### src/hdl/adc_pkg.sv
package adc_pkg;
    // --------------------------------------------------------------
    // Geometry and timing constants.
    // --------------------------------------------------------------
    localparam int ADDR_W = 10;
    localparam int CLK_PS = 5000;
    localparam int ROW_CNT = 512;
    localparam int INIT_CYCLES = 8;
    localparam int CNT_W = 24;
    // Minimum and maximum strobe delays in picoseconds, then power-up wait, refresh interval and idle limit in us, ns and ms.
    localparam int ROW_ACTIVE_WIDTH_PS = 70000;
    localparam int COLUMN_ACTIVE_WIDTH_PS = 20000;
    localparam int ROW_PRECHARGE_TIME_PS = 50000;
    localparam int ROW_TO_COLUMN_DELAY_PS = 20000;
    localparam int ROW_TO_COLUMN_MAX_PS = 50000;
    localparam int COLUMN_ACCESS_TIME_PS = 20000;
    localparam int ROW_ACCESS_TIME_PS = 70000;
    localparam int COLUMN_TO_WRITE_DELAY_PS = 20000;
    localparam int WRITE_TO_ROW_LEAD_PS = 20000;
    localparam int PAGE_PRECHARGE_PS = 10000;
    localparam int READ_SETUP_TIME_PS = 0;
    localparam int CBR_SETUP_PS = 10000;
    localparam int POWERUP_WAIT_US = 200;
    localparam int REFRESH_INTERVAL_NS = 15600;
    localparam int IDLE_LIMIT_MS = 8;
    // Cycle counts: minimums round up, maximums round down.
    localparam int RAS_CYC = (ROW_ACTIVE_WIDTH_PS + CLK_PS - 1) / CLK_PS;
    localparam int CAS_CYC = (COLUMN_ACTIVE_WIDTH_PS + CLK_PS - 1) / CLK_PS;
    localparam int RP_CYC = (ROW_PRECHARGE_TIME_PS + CLK_PS - 1) / CLK_PS;
    localparam int RCD_CYC = (ROW_TO_COLUMN_DELAY_PS + CLK_PS - 1) / CLK_PS;
    localparam int RCDMAX_CYC = ROW_TO_COLUMN_MAX_PS / CLK_PS;
    localparam int CAC_CYC = (COLUMN_ACCESS_TIME_PS + CLK_PS - 1) / CLK_PS;
    localparam int RAC_CYC = (ROW_ACCESS_TIME_PS + CLK_PS - 1) / CLK_PS;
    localparam int CWD_CYC = (COLUMN_TO_WRITE_DELAY_PS + CLK_PS - 1) / CLK_PS;
    localparam int RWL_CYC = (WRITE_TO_ROW_LEAD_PS + CLK_PS - 1) / CLK_PS;
    localparam int CP_CYC = (PAGE_PRECHARGE_PS + CLK_PS - 1) / CLK_PS;
    localparam int RCS_CYC = (READ_SETUP_TIME_PS + CLK_PS - 1) / CLK_PS + 1;
    localparam int CSR_CYC = (CBR_SETUP_PS + CLK_PS - 1) / CLK_PS;
    localparam int POWERUP_CYC = POWERUP_WAIT_US * 1000000 / CLK_PS;
    localparam int REFRESH_CYC = REFRESH_INTERVAL_NS * 1000 / CLK_PS;
    localparam int IDLE_CYC = IDLE_LIMIT_MS * 1000000 / CLK_PS * 1000;

    // --------------------------------------------------------------
    // Command and pin carriers.
    // --------------------------------------------------------------
    typedef enum logic [1:0] {
        ADC_OP_READ  = 2'h0,
        ADC_OP_WRITE = 2'h1,
        ADC_OP_RMW   = 2'h2,
        ADC_OP_LATE  = 2'h3
    } adc_op_e;

    typedef struct packed {
        adc_op_e             op;
        logic [ADDR_W-1:0]   row;
        logic [ADDR_W-1:0]   col;
        logic                wdata;
        logic                page;
        logic                test;
    } adc_req_s;

    typedef struct packed {
        logic                ras_n;
        logic                cas_n;
        logic                we_n;
        logic                test_function_pin;
        logic [ADDR_W-1:0]   addr;
        logic                din;
    } adc_pins_s;
endpackage : adc_pkg

### src/hdl/adc_delay.sv
`timescale 1ns/1ps
`default_nettype none
// Down counter that times one strobe delay; done is high at zero.
module adc_delay #(
    parameter int W = 24
) (
    input  wire logic         clk_in,
    input  wire logic         srst_in,
    input  wire logic         load_in,
    input  wire logic [W-1:0] value_in,
    output logic              done_out
);
    logic [W-1:0] cnt_ff;

    // --------------------------------------------------------------
    // Counter.
    // --------------------------------------------------------------
    always_ff @(posedge clk_in) begin
        if (srst_in) begin
            cnt_ff <= '0;
        end else if (load_in) begin
            cnt_ff <= value_in;
        end else if (cnt_ff != '0) begin
            cnt_ff <= cnt_ff - W'(1);
        end
    end

    // Done is a plain compare of the registered count.
    assign done_out = (cnt_ff == '0);
endmodule : adc_delay
`default_nettype wire

### src/hdl/adc_ctrl.sv
`timescale 1ns/1ps
`default_nettype none
module adc_ctrl
    import adc_pkg::*;
#(
    parameter int POWERUP_CYCLES = POWERUP_CYC,
    parameter int REFRESH_CYCLES = REFRESH_CYC,
    parameter int IDLE_CYCLES    = IDLE_CYC,
    parameter int PAGE_MAX_CYC   = 20000,
    parameter bit USE_CBR        = 1'b1
) (
    input  wire logic              clk_in,
    input  wire logic              srst_in,
    input  wire logic              req_valid_in,
    input  wire adc_pkg::adc_req_s req_in,
    output logic                   req_ready_out,
    output logic                   rdata_valid_out,
    output logic                   rdata_out,
    output logic                   rdata_z_out,
    output logic                   init_done_out,
    output adc_pkg::adc_pins_s     pins_out,
    input  wire logic              dq_in,
    input  wire logic              dq_oe_in
);
    import adc_pkg::*;

    // --------------------------------------------------------------
    // State.
    // --------------------------------------------------------------
    typedef enum logic [3:0] {
        ST_POWERUP = 4'h0,
        ST_IDLE    = 4'h1,
        ST_RAS     = 4'h2,
        ST_CAS     = 4'h3,
        ST_WRITE   = 4'h4,
        ST_CASHI   = 4'h5,
        ST_PRECH   = 4'h6,
        ST_REF_CAS = 4'h7,
        ST_REF_RAS = 4'h8,
        ST_WAKE    = 4'h9
    } adc_state_e;

    typedef struct packed {
        adc_state_e         st;
        adc_pins_s          pins;
        adc_req_s           cur;
        logic [3:0]         wake_cnt;
        logic [ADDR_W-2:0]  ref_row;
        logic [CNT_W-1:0]   ref_tmr;
        logic [CNT_W-1:0]   idle_tmr;
        logic [CNT_W-1:0]   ras_tmr;
        logic               ref_due;
        logic               ready;
        logic               rvalid;
        logic               rdata;
        logic               rz;
        logic               init_done;
        logic               load;
        logic [CNT_W-1:0]   load_val;
    } adc_st_s;

    adc_st_s          s_ff;
    adc_st_s          nxt_s;
    logic             dly_done;
    logic [1:0]       dq_sync_ff;
    logic [1:0]       oe_sync_ff;

    // --------------------------------------------------------------
    // Pin input synchronisers.
    // --------------------------------------------------------------
    always_ff @(posedge clk_in) begin
        if (srst_in) begin
            dq_sync_ff <= 2'h0;
            oe_sync_ff <= 2'h0;
        end else begin
            dq_sync_ff <= {dq_sync_ff[0], dq_in};
            oe_sync_ff <= {oe_sync_ff[0], dq_oe_in};
        end
    end

    // Delay timer shared by every strobe phase.
    adc_delay #(.W(CNT_W)) u_delay (
        .clk_in   (clk_in),
        .srst_in  (srst_in),
        .load_in  (s_ff.load),
        .value_in (s_ff.load_val),
        .done_out (dly_done)
    );

    // --------------------------------------------------------------
    // Next-state logic.
    // --------------------------------------------------------------
    always_comb begin
        nxt_s = s_ff;
        nxt_s.load = 1'b0;
        nxt_s.load_val = '0;
        nxt_s.ready = 1'b0;
        nxt_s.rvalid = 1'b0;
        // Distributed refresh timer raises a request per interval.
        if (s_ff.ref_tmr == '0) begin
            nxt_s.ref_tmr = CNT_W'(REFRESH_CYCLES - 1);
            nxt_s.ref_due = 1'b1;
        end else begin
            nxt_s.ref_tmr = s_ff.ref_tmr - CNT_W'(1);
        end
        // Idle timer tracks strobe inactivity for wake-up.
        if (!s_ff.pins.ras_n) begin
            nxt_s.idle_tmr = '0;
        end else if (s_ff.idle_tmr != CNT_W'(IDLE_CYCLES)) begin
            nxt_s.idle_tmr = s_ff.idle_tmr + CNT_W'(1);
        end
        if (!s_ff.pins.ras_n) begin
            nxt_s.ras_tmr = s_ff.ras_tmr + CNT_W'(1);
        end else begin
            nxt_s.ras_tmr = '0;
        end
        case (s_ff.st)
            ST_POWERUP: begin
                if (dly_done && !s_ff.load) begin
                    nxt_s.st = ST_WAKE;
                    nxt_s.wake_cnt = 4'(INIT_CYCLES);
                end
            end
            ST_WAKE: begin
                // Row-only active cycles initialise the device.
                if (dly_done && !s_ff.load) begin
                    if (s_ff.wake_cnt == 4'h0) begin
                        nxt_s.st = ST_IDLE;
                        nxt_s.init_done = 1'b1;
                    end else begin
                        nxt_s.pins.ras_n = 1'b0;
                        nxt_s.pins.addr = ADDR_W'(s_ff.wake_cnt);
                        nxt_s.wake_cnt = s_ff.wake_cnt - 4'h1;
                        nxt_s.st = ST_REF_RAS;
                        nxt_s.load = 1'b1;
                        nxt_s.load_val = CNT_W'(RAS_CYC);
                    end
                end
            end
            ST_IDLE: begin
                // An offered ready is honoured first, so a request seen taken is never lost.
                if (req_valid_in && s_ff.ready) begin
                    nxt_s.cur = req_in;
                    nxt_s.pins.test_function_pin = req_in.test;
                    nxt_s.pins.addr = req_in.row;
                    if (req_in.test) begin
                        nxt_s.pins.addr[ADDR_W-1] = 1'b0;
                    end
                    nxt_s.pins.ras_n = 1'b0;
                    nxt_s.pins.we_n = (req_in.op != ADC_OP_WRITE);
                    nxt_s.st = ST_RAS;
                    nxt_s.load = 1'b1;
                    nxt_s.load_val = CNT_W'(RCD_CYC);
                end else if (s_ff.idle_tmr == CNT_W'(IDLE_CYCLES)) begin
                    nxt_s.st = ST_WAKE;
                    nxt_s.wake_cnt = 4'(INIT_CYCLES);
                end else if (s_ff.ref_due) begin
                    nxt_s.ref_due = (s_ff.ref_tmr == '0);
                    nxt_s.ref_row = s_ff.ref_row + 1'b1;
                    if (USE_CBR) begin
                        nxt_s.pins.cas_n = 1'b0;
                        nxt_s.st = ST_REF_CAS;
                        nxt_s.load = 1'b1;
                        nxt_s.load_val = CNT_W'(CSR_CYC);
                    end else begin
                        nxt_s.pins.ras_n = 1'b0;
                        nxt_s.pins.addr = ADDR_W'(s_ff.ref_row);
                        nxt_s.st = ST_REF_RAS;
                        nxt_s.load = 1'b1;
                        nxt_s.load_val = CNT_W'(RAS_CYC);
                    end
                end else begin
                    nxt_s.ready = 1'b1;
                end
            end
            ST_RAS: begin
                // Column phase after the row-to-column delay, or after RCS_CYC on a page hit.
                if (dly_done && !s_ff.load) begin
                    nxt_s.pins.addr = s_ff.cur.col;
                    if (s_ff.cur.test) begin
                        nxt_s.pins.addr[ADDR_W-1] = 1'b0;
                    end
                    nxt_s.pins.din = s_ff.cur.wdata;
                    nxt_s.pins.cas_n = 1'b0;
                    nxt_s.st = ST_CAS;
                    nxt_s.load = 1'b1;
                    nxt_s.load_val = CNT_W'((s_ff.cur.op == ADC_OP_WRITE) ? CAS_CYC
                                     : ((CAC_CYC > CWD_CYC) ? CAC_CYC : CWD_CYC) + 1);
                end
            end
            ST_CAS: begin
                // Reads also wait out the row access time plus the two-flop sync.
                if (dly_done && !s_ff.load && (s_ff.cur.op == ADC_OP_WRITE ||
                    s_ff.ras_tmr > CNT_W'(RAC_CYC + 1))) begin
                    if (s_ff.cur.op != ADC_OP_WRITE) begin
                        nxt_s.rdata = dq_sync_ff[1];
                        nxt_s.rz = !oe_sync_ff[1];
                        nxt_s.rvalid = (s_ff.cur.op == ADC_OP_READ) ||
                                       (s_ff.cur.op == ADC_OP_RMW);
                    end
                    if (s_ff.cur.op == ADC_OP_READ || s_ff.cur.op == ADC_OP_WRITE) begin
                        nxt_s.pins.cas_n = 1'b1;
                        nxt_s.st = ST_CASHI;
                        nxt_s.load = 1'b1;
                        nxt_s.load_val = CNT_W'(CP_CYC);
                    end else begin
                        nxt_s.pins.we_n = 1'b0;
                        nxt_s.st = ST_WRITE;
                        nxt_s.load = 1'b1;
                        nxt_s.load_val = CNT_W'(RWL_CYC);
                    end
                end
            end
            ST_WRITE: begin
                if (dly_done && !s_ff.load) begin
                    nxt_s.pins.cas_n = 1'b1;
                    nxt_s.st = ST_CASHI;
                    nxt_s.load = 1'b1;
                    nxt_s.load_val = CNT_W'(CP_CYC);
                end
            end
            ST_CASHI: begin
                nxt_s.pins.we_n = 1'b1;
                if (dly_done && !s_ff.load) begin
                    if (s_ff.cur.page && req_valid_in && req_in.page &&
                        req_in.row == s_ff.cur.row && !s_ff.ref_due &&
                        s_ff.ras_tmr < CNT_W'(PAGE_MAX_CYC)) begin
                        nxt_s.cur = req_in;
                        nxt_s.pins.we_n = (req_in.op != ADC_OP_WRITE);
                        nxt_s.st = ST_RAS;
                        nxt_s.ready = 1'b1;
                        nxt_s.load = 1'b1;
                        nxt_s.load_val = CNT_W'(RCS_CYC);
                    end else if (s_ff.ras_tmr >= CNT_W'(RAS_CYC)) begin
                        nxt_s.pins.ras_n = 1'b1;
                        nxt_s.pins.test_function_pin = 1'b0;
                        nxt_s.st = ST_PRECH;
                        nxt_s.load = 1'b1;
                        nxt_s.load_val = CNT_W'(RP_CYC);
                    end
                end
            end
            ST_PRECH: begin
                if (dly_done && !s_ff.load) begin
                    nxt_s.pins.cas_n = 1'b1;
                    nxt_s.st = (s_ff.init_done && s_ff.wake_cnt == 4'h0) ? ST_IDLE : ST_WAKE;
                end
            end
            ST_REF_CAS: begin
                // Column strobe leads row strobe for device counter refresh.
                if (dly_done && !s_ff.load) begin
                    nxt_s.pins.ras_n = 1'b0;
                    nxt_s.st = ST_REF_RAS;
                    nxt_s.load = 1'b1;
                    nxt_s.load_val = CNT_W'(RAS_CYC);
                end
            end
            ST_REF_RAS: begin
                if (dly_done && !s_ff.load) begin
                    nxt_s.pins.ras_n = 1'b1;
                    nxt_s.pins.cas_n = 1'b1;
                    nxt_s.st = ST_PRECH;
                    nxt_s.load = 1'b1;
                    nxt_s.load_val = CNT_W'(RP_CYC);
                end
            end
            default: begin
                nxt_s.st = ST_IDLE;
            end
        endcase
    end

    // --------------------------------------------------------------
    // State register.
    // --------------------------------------------------------------
    always_ff @(posedge clk_in) begin
        if (srst_in) begin
            s_ff <= '0;
            s_ff.st <= ST_POWERUP;
            s_ff.pins.ras_n <= 1'b1;
            s_ff.pins.cas_n <= 1'b1;
            s_ff.pins.we_n <= 1'b1;
            s_ff.load <= 1'b1;
            s_ff.load_val <= CNT_W'(POWERUP_CYCLES);
            s_ff.ref_tmr <= CNT_W'(REFRESH_CYCLES - 1);
            s_ff.rz <= 1'b1;
        end else begin
            s_ff <= nxt_s;
        end
    end

    // Outputs come straight from the state register.
    assign req_ready_out   = s_ff.ready;
    assign rdata_valid_out = s_ff.rvalid;
    assign rdata_out       = s_ff.rdata;
    assign rdata_z_out     = s_ff.rz;
    assign init_done_out   = s_ff.init_done;
    assign pins_out        = s_ff.pins;
endmodule : adc_ctrl
`default_nettype wire

### config.mk
export PLATFORM = sky130hd
export DESIGN_NAME = adc_ctrl
export DESIGN_NICKNAME = d
export VERILOG_FILES = /design/src/hdl/adc_pkg.sv /design/src/hdl/adc_delay.sv /design/src/hdl/adc_ctrl.sv
export SDC_FILE = /design/constraint.sdc
export NUM_CORES = 1
export LEC_CHECK = 0
export BUFFER_PORTS_ARGS = -buffer_cell sky130_fd_sc_hd__clkbuf_2
export CORE_MARGIN = 4
export CORE_UTILIZATION = 60
export CTS_CLUSTER_SIZE = 40
export DETAILED_ROUTE_END_ITERATION = 16
export HOLD_SLACK_MARGIN = 0.08
export PLACE_DENSITY = 0.76
export SLEW_MARGIN = 30
export SYNTH_ARGS = -nofsm -noshare
export SYNTH_HDL_FRONTEND = slang
export SYNTH_SLANG_ARGS = --single-unit
### constraint.sdc
create_clock -name clk_in -period 4.63 [get_ports clk_in]
set_input_delay 0 -clock clk_in [delete_from_list [all_inputs] [get_ports clk_in]]
set_output_delay 0 -clock clk_in [all_outputs]
set_load 0.01 [all_outputs]
==> results.yml <==
outcome:
  status: "complete, no violations"
final_layout:
  final_cell_count_no_fill: 1150
  drive_gt1_share_pct: 11.6
  fin_util_pct: 70.0
  nets: 1001
  fillers: 1012
  area_growth_pct: 14.4
sta:
  rsz0062_at_grt: "no"
  tightest_slew_ps: 875
  fin_tns_setup_ps: 0
  fin_ws_ps: 1550
  finalMaxSlewViolations: 0
  min_period_ps: 3080
  fmax_ghz: 0.324
  slew_headroom_pct: 41.7
  setup_viol: 0
  clock_skew_ps: 8.01
  hold_viol: 0
  period_share_pct: 66.6
yosys:
  synth-edff-count: 0
  seq_area_frac_synth_pct: 41.5
  synth_nets: 954
  synth_ff_type: "dfxtp_1"
  synth_largest_area_cell: "dfxtp_1"
  synth_most_common_cell: "dfxtp_1"
  syn_inst: 917
  yosys-top-cells-count: "dfxtp_1 (160), nor2_1 (156), nand2_1 (64), xnor2_1 (45), xor2_1 (42)"
  ys_top_cells_by_area: "dfxtp_1 (41%), nor2_1 (7.6%), xnor2_1 (5.1%)"
  async_flop_share_pct: 0
  synth_area_sq_um: 7720
  yosys_warnings: 0
  synth_top_area_share_pct: 41.5
  yosysUniqueCellTypes: 66
  ys_seq_elements: 160
  syn_avg_cell_area_sq_um: 8.42
route:
  drtIter0Drc: 419
  wl_per_cell_microns: 15.3
  num_vias: 6591
  drtPass1Iterations: 6
  wl_mm: 17.5
  drt_drc_violations_left: 0
  viasPerCell: 5.73
  ant_nets: 0
clock_network:
  cts_setup_buffers: 0
  max-clock-path-buffers: 2
  cts_hold_buf: 27
  cts_sinks: 160
  clk-insertion-delay-late_ps: 430
  clkSlewWorstSetupHoldPaths_ps: 60
  cts_root_buffer: "clkbuf_16"
  cts_resized: 0
  cts_inserted_buffers: 17
  h-tree-depth: 4
  cts_tree: "done"
floorplan:
  core_area_sq_um: 12600
  start_util_pct: 61.2
  die-width_microns: 121
  row_count: 41
  top_level_ports: 50
  die_h_microns: 121
  dieArea_sq_um: 14800
place:
  dpl.hpwl_mm: 11.7
  placed_cells: 1090
  gp_congestion: 1.00
  portBuffers: 49
  post-place-ws_ps: 1600
global_routing:
  grt_pass1_vias: 6184
  grtUsageTotal_pct: 24.3
  gr-usage-met1_pct: 31.5
  antenna_found_initial: 1
  grt_max_degree: 42
  grt_pass1_wl_mm: 29.0
  grtUsageMet2_pct: 39.2
  busiest_layer: "met2"
  use_met3_pct: 5.36
  grt-ovfl-total: 0
setup_path:
  cp-end-kind: "flop"
  cp_data_required_time_ps: 4950
  critPathKind: "flop to flop"
  crit_end: "pins_out[3]"
  crit_start: "u_delay.cnt_ff[4]"
  rr_worst_depth: 6
  reg2reg_to: "pins_out[3]"
  rr_startpoint: "u_delay.cnt_ff[4]"
  cp.arrival_ps: 3410
  cp_max_fo: 11
  start_kind: "flop"
  ff2ff_setup_slack_ps: 1550
power:
  power_frac_seq_pct: 39.5
  p_leak_uw: 0.00341
  p_clk_share_pct: 36.0
  design_power_total_uw: 3940
  switching_share_pct: 31.9
  comb_power_share_pct: 24.5
  p_int_uw: 2680
  vdd_drop_max_mv: 0.257
  p_switching_uw: 1260
  p_per_area_nw_per_um2: 446
hold_path:
  hold_class: "input port to flop"
job:
  drv_cap: 0
-- cells in the final DEF, fill, tap and decap left out, drive strengths merged, types with 5 or more instances in the layout --
| master | n |
|---|---|
| a211oi | 5 |
| a21oi | 39 |
| a22oi | 10 |
| a311oi | 7 |
| a31oi | 10 |
| and3 | 9 |
| buf | 6 |
| clkbuf | 70 |
| dfxtp | 160 |
| dlygate4sd3 | 27 |
| ha | 7 |
| inv | 26 |
| mux2i | 30 |
| nand2 | 64 |
| nand2b | 12 |
| nand3 | 31 |
| nand4 | 24 |
| nor2 | 156 |
| nor2b | 10 |
| nor3 | 33 |
| nor3b | 7 |
| nor4 | 18 |
| o21ai | 33 |
| o31a | 5 |
| or2 | 7 |
| or3 | 20 |
| or4 | 9 |
| xnor2 | 45 |
| xor2 | 42 |
-- cell families after synthesis --
logic type,synth area share [%]
xor+xnor,9.86
simple gates,27.4
compound gates,11.4
mux,4.03
fa+ha+maj,1.13
buf+inv,4.68
flops,41.5
-- per-layer routing --
metal	vias up	part of all wire, %
met5	-	0
met4	0	3.0
met3	56	5.3
met2	219	46
met1	3022	45
li1	3294	-
-- area by class of cell --
| type | instances | area [sq um] | area share (%) |
|---|---|---|---|
| antenna | 1 | 2.50 | 0.0283 |
| clock buffer | 21 | 480 | 5.44 |
| clock inverter | 11 | 126 | 1.43 |
| inverter | 23 | 86.3 | 0.977 |
| multi-input combinational | 680 | 4160 | 47.1 |
| sequential | 160 | 3200 | 36.3 |
| tap | 172 | 215 | 2.44 |
| timing repair buffer | 82 | 561 | 6.34 |
-- critical path, stage by stage (launching register included) --
cell	delay, ps
dfxtp_1	350
or4_4	590
or3_4	420
nor4_4	610
and3_1	590
nand2_1	130
a311oi_1	290
-- per-stage QoR --
step           hold slack (ps)  area [sq um]
2_1_floorplan             27.7          7720
3_3_place_gp               231          7960
3_5_place_dp               236          7960
4_1_cts                    154          8830
5_1_grt                    171          8830
6_report                   176          8830
-- worst min-delay path by stage --
stage,startpoint,slack (ps),endpoint,cells after the start
after global placement,req_in[11],230,s_ff[127],3
after global routing,req_valid_in,170,s_ff[0],5
after floorplan,srst_in,30,s_ff[12],0
final,req_valid_in,180,s_ff[0],5
after CTS,req_valid_in,150,s_ff[0],5
after detailed placement,dq_in,240,dq_sync_ff[0],2
-- power groups by stage --
stage | clock (uW) | combinational [uW] | sequential (uW)
after global routing | 1510 | 1070 | 1560
after CTS | 1440 | 947 | 1550
after global placement | 0 | 909 | 1580
final | 1420 | 964 | 1550
after detailed placement | 0 | 912 | 1580
after floorplan | 0 | 777 | 1520
-- sequential cells by signal (all words and copies together), names as in the netlist --
signal           cells
init_done_out        1
rdata_z_out          1
oe_sync_ff           2
s_ff               112
dq_sync_ff           2
pins_out            15
rdata_valid_out      1
req_ready_out        1
u_delay.cnt_ff      24
rdata_out            1
Power figures use the tool's default switching activity.
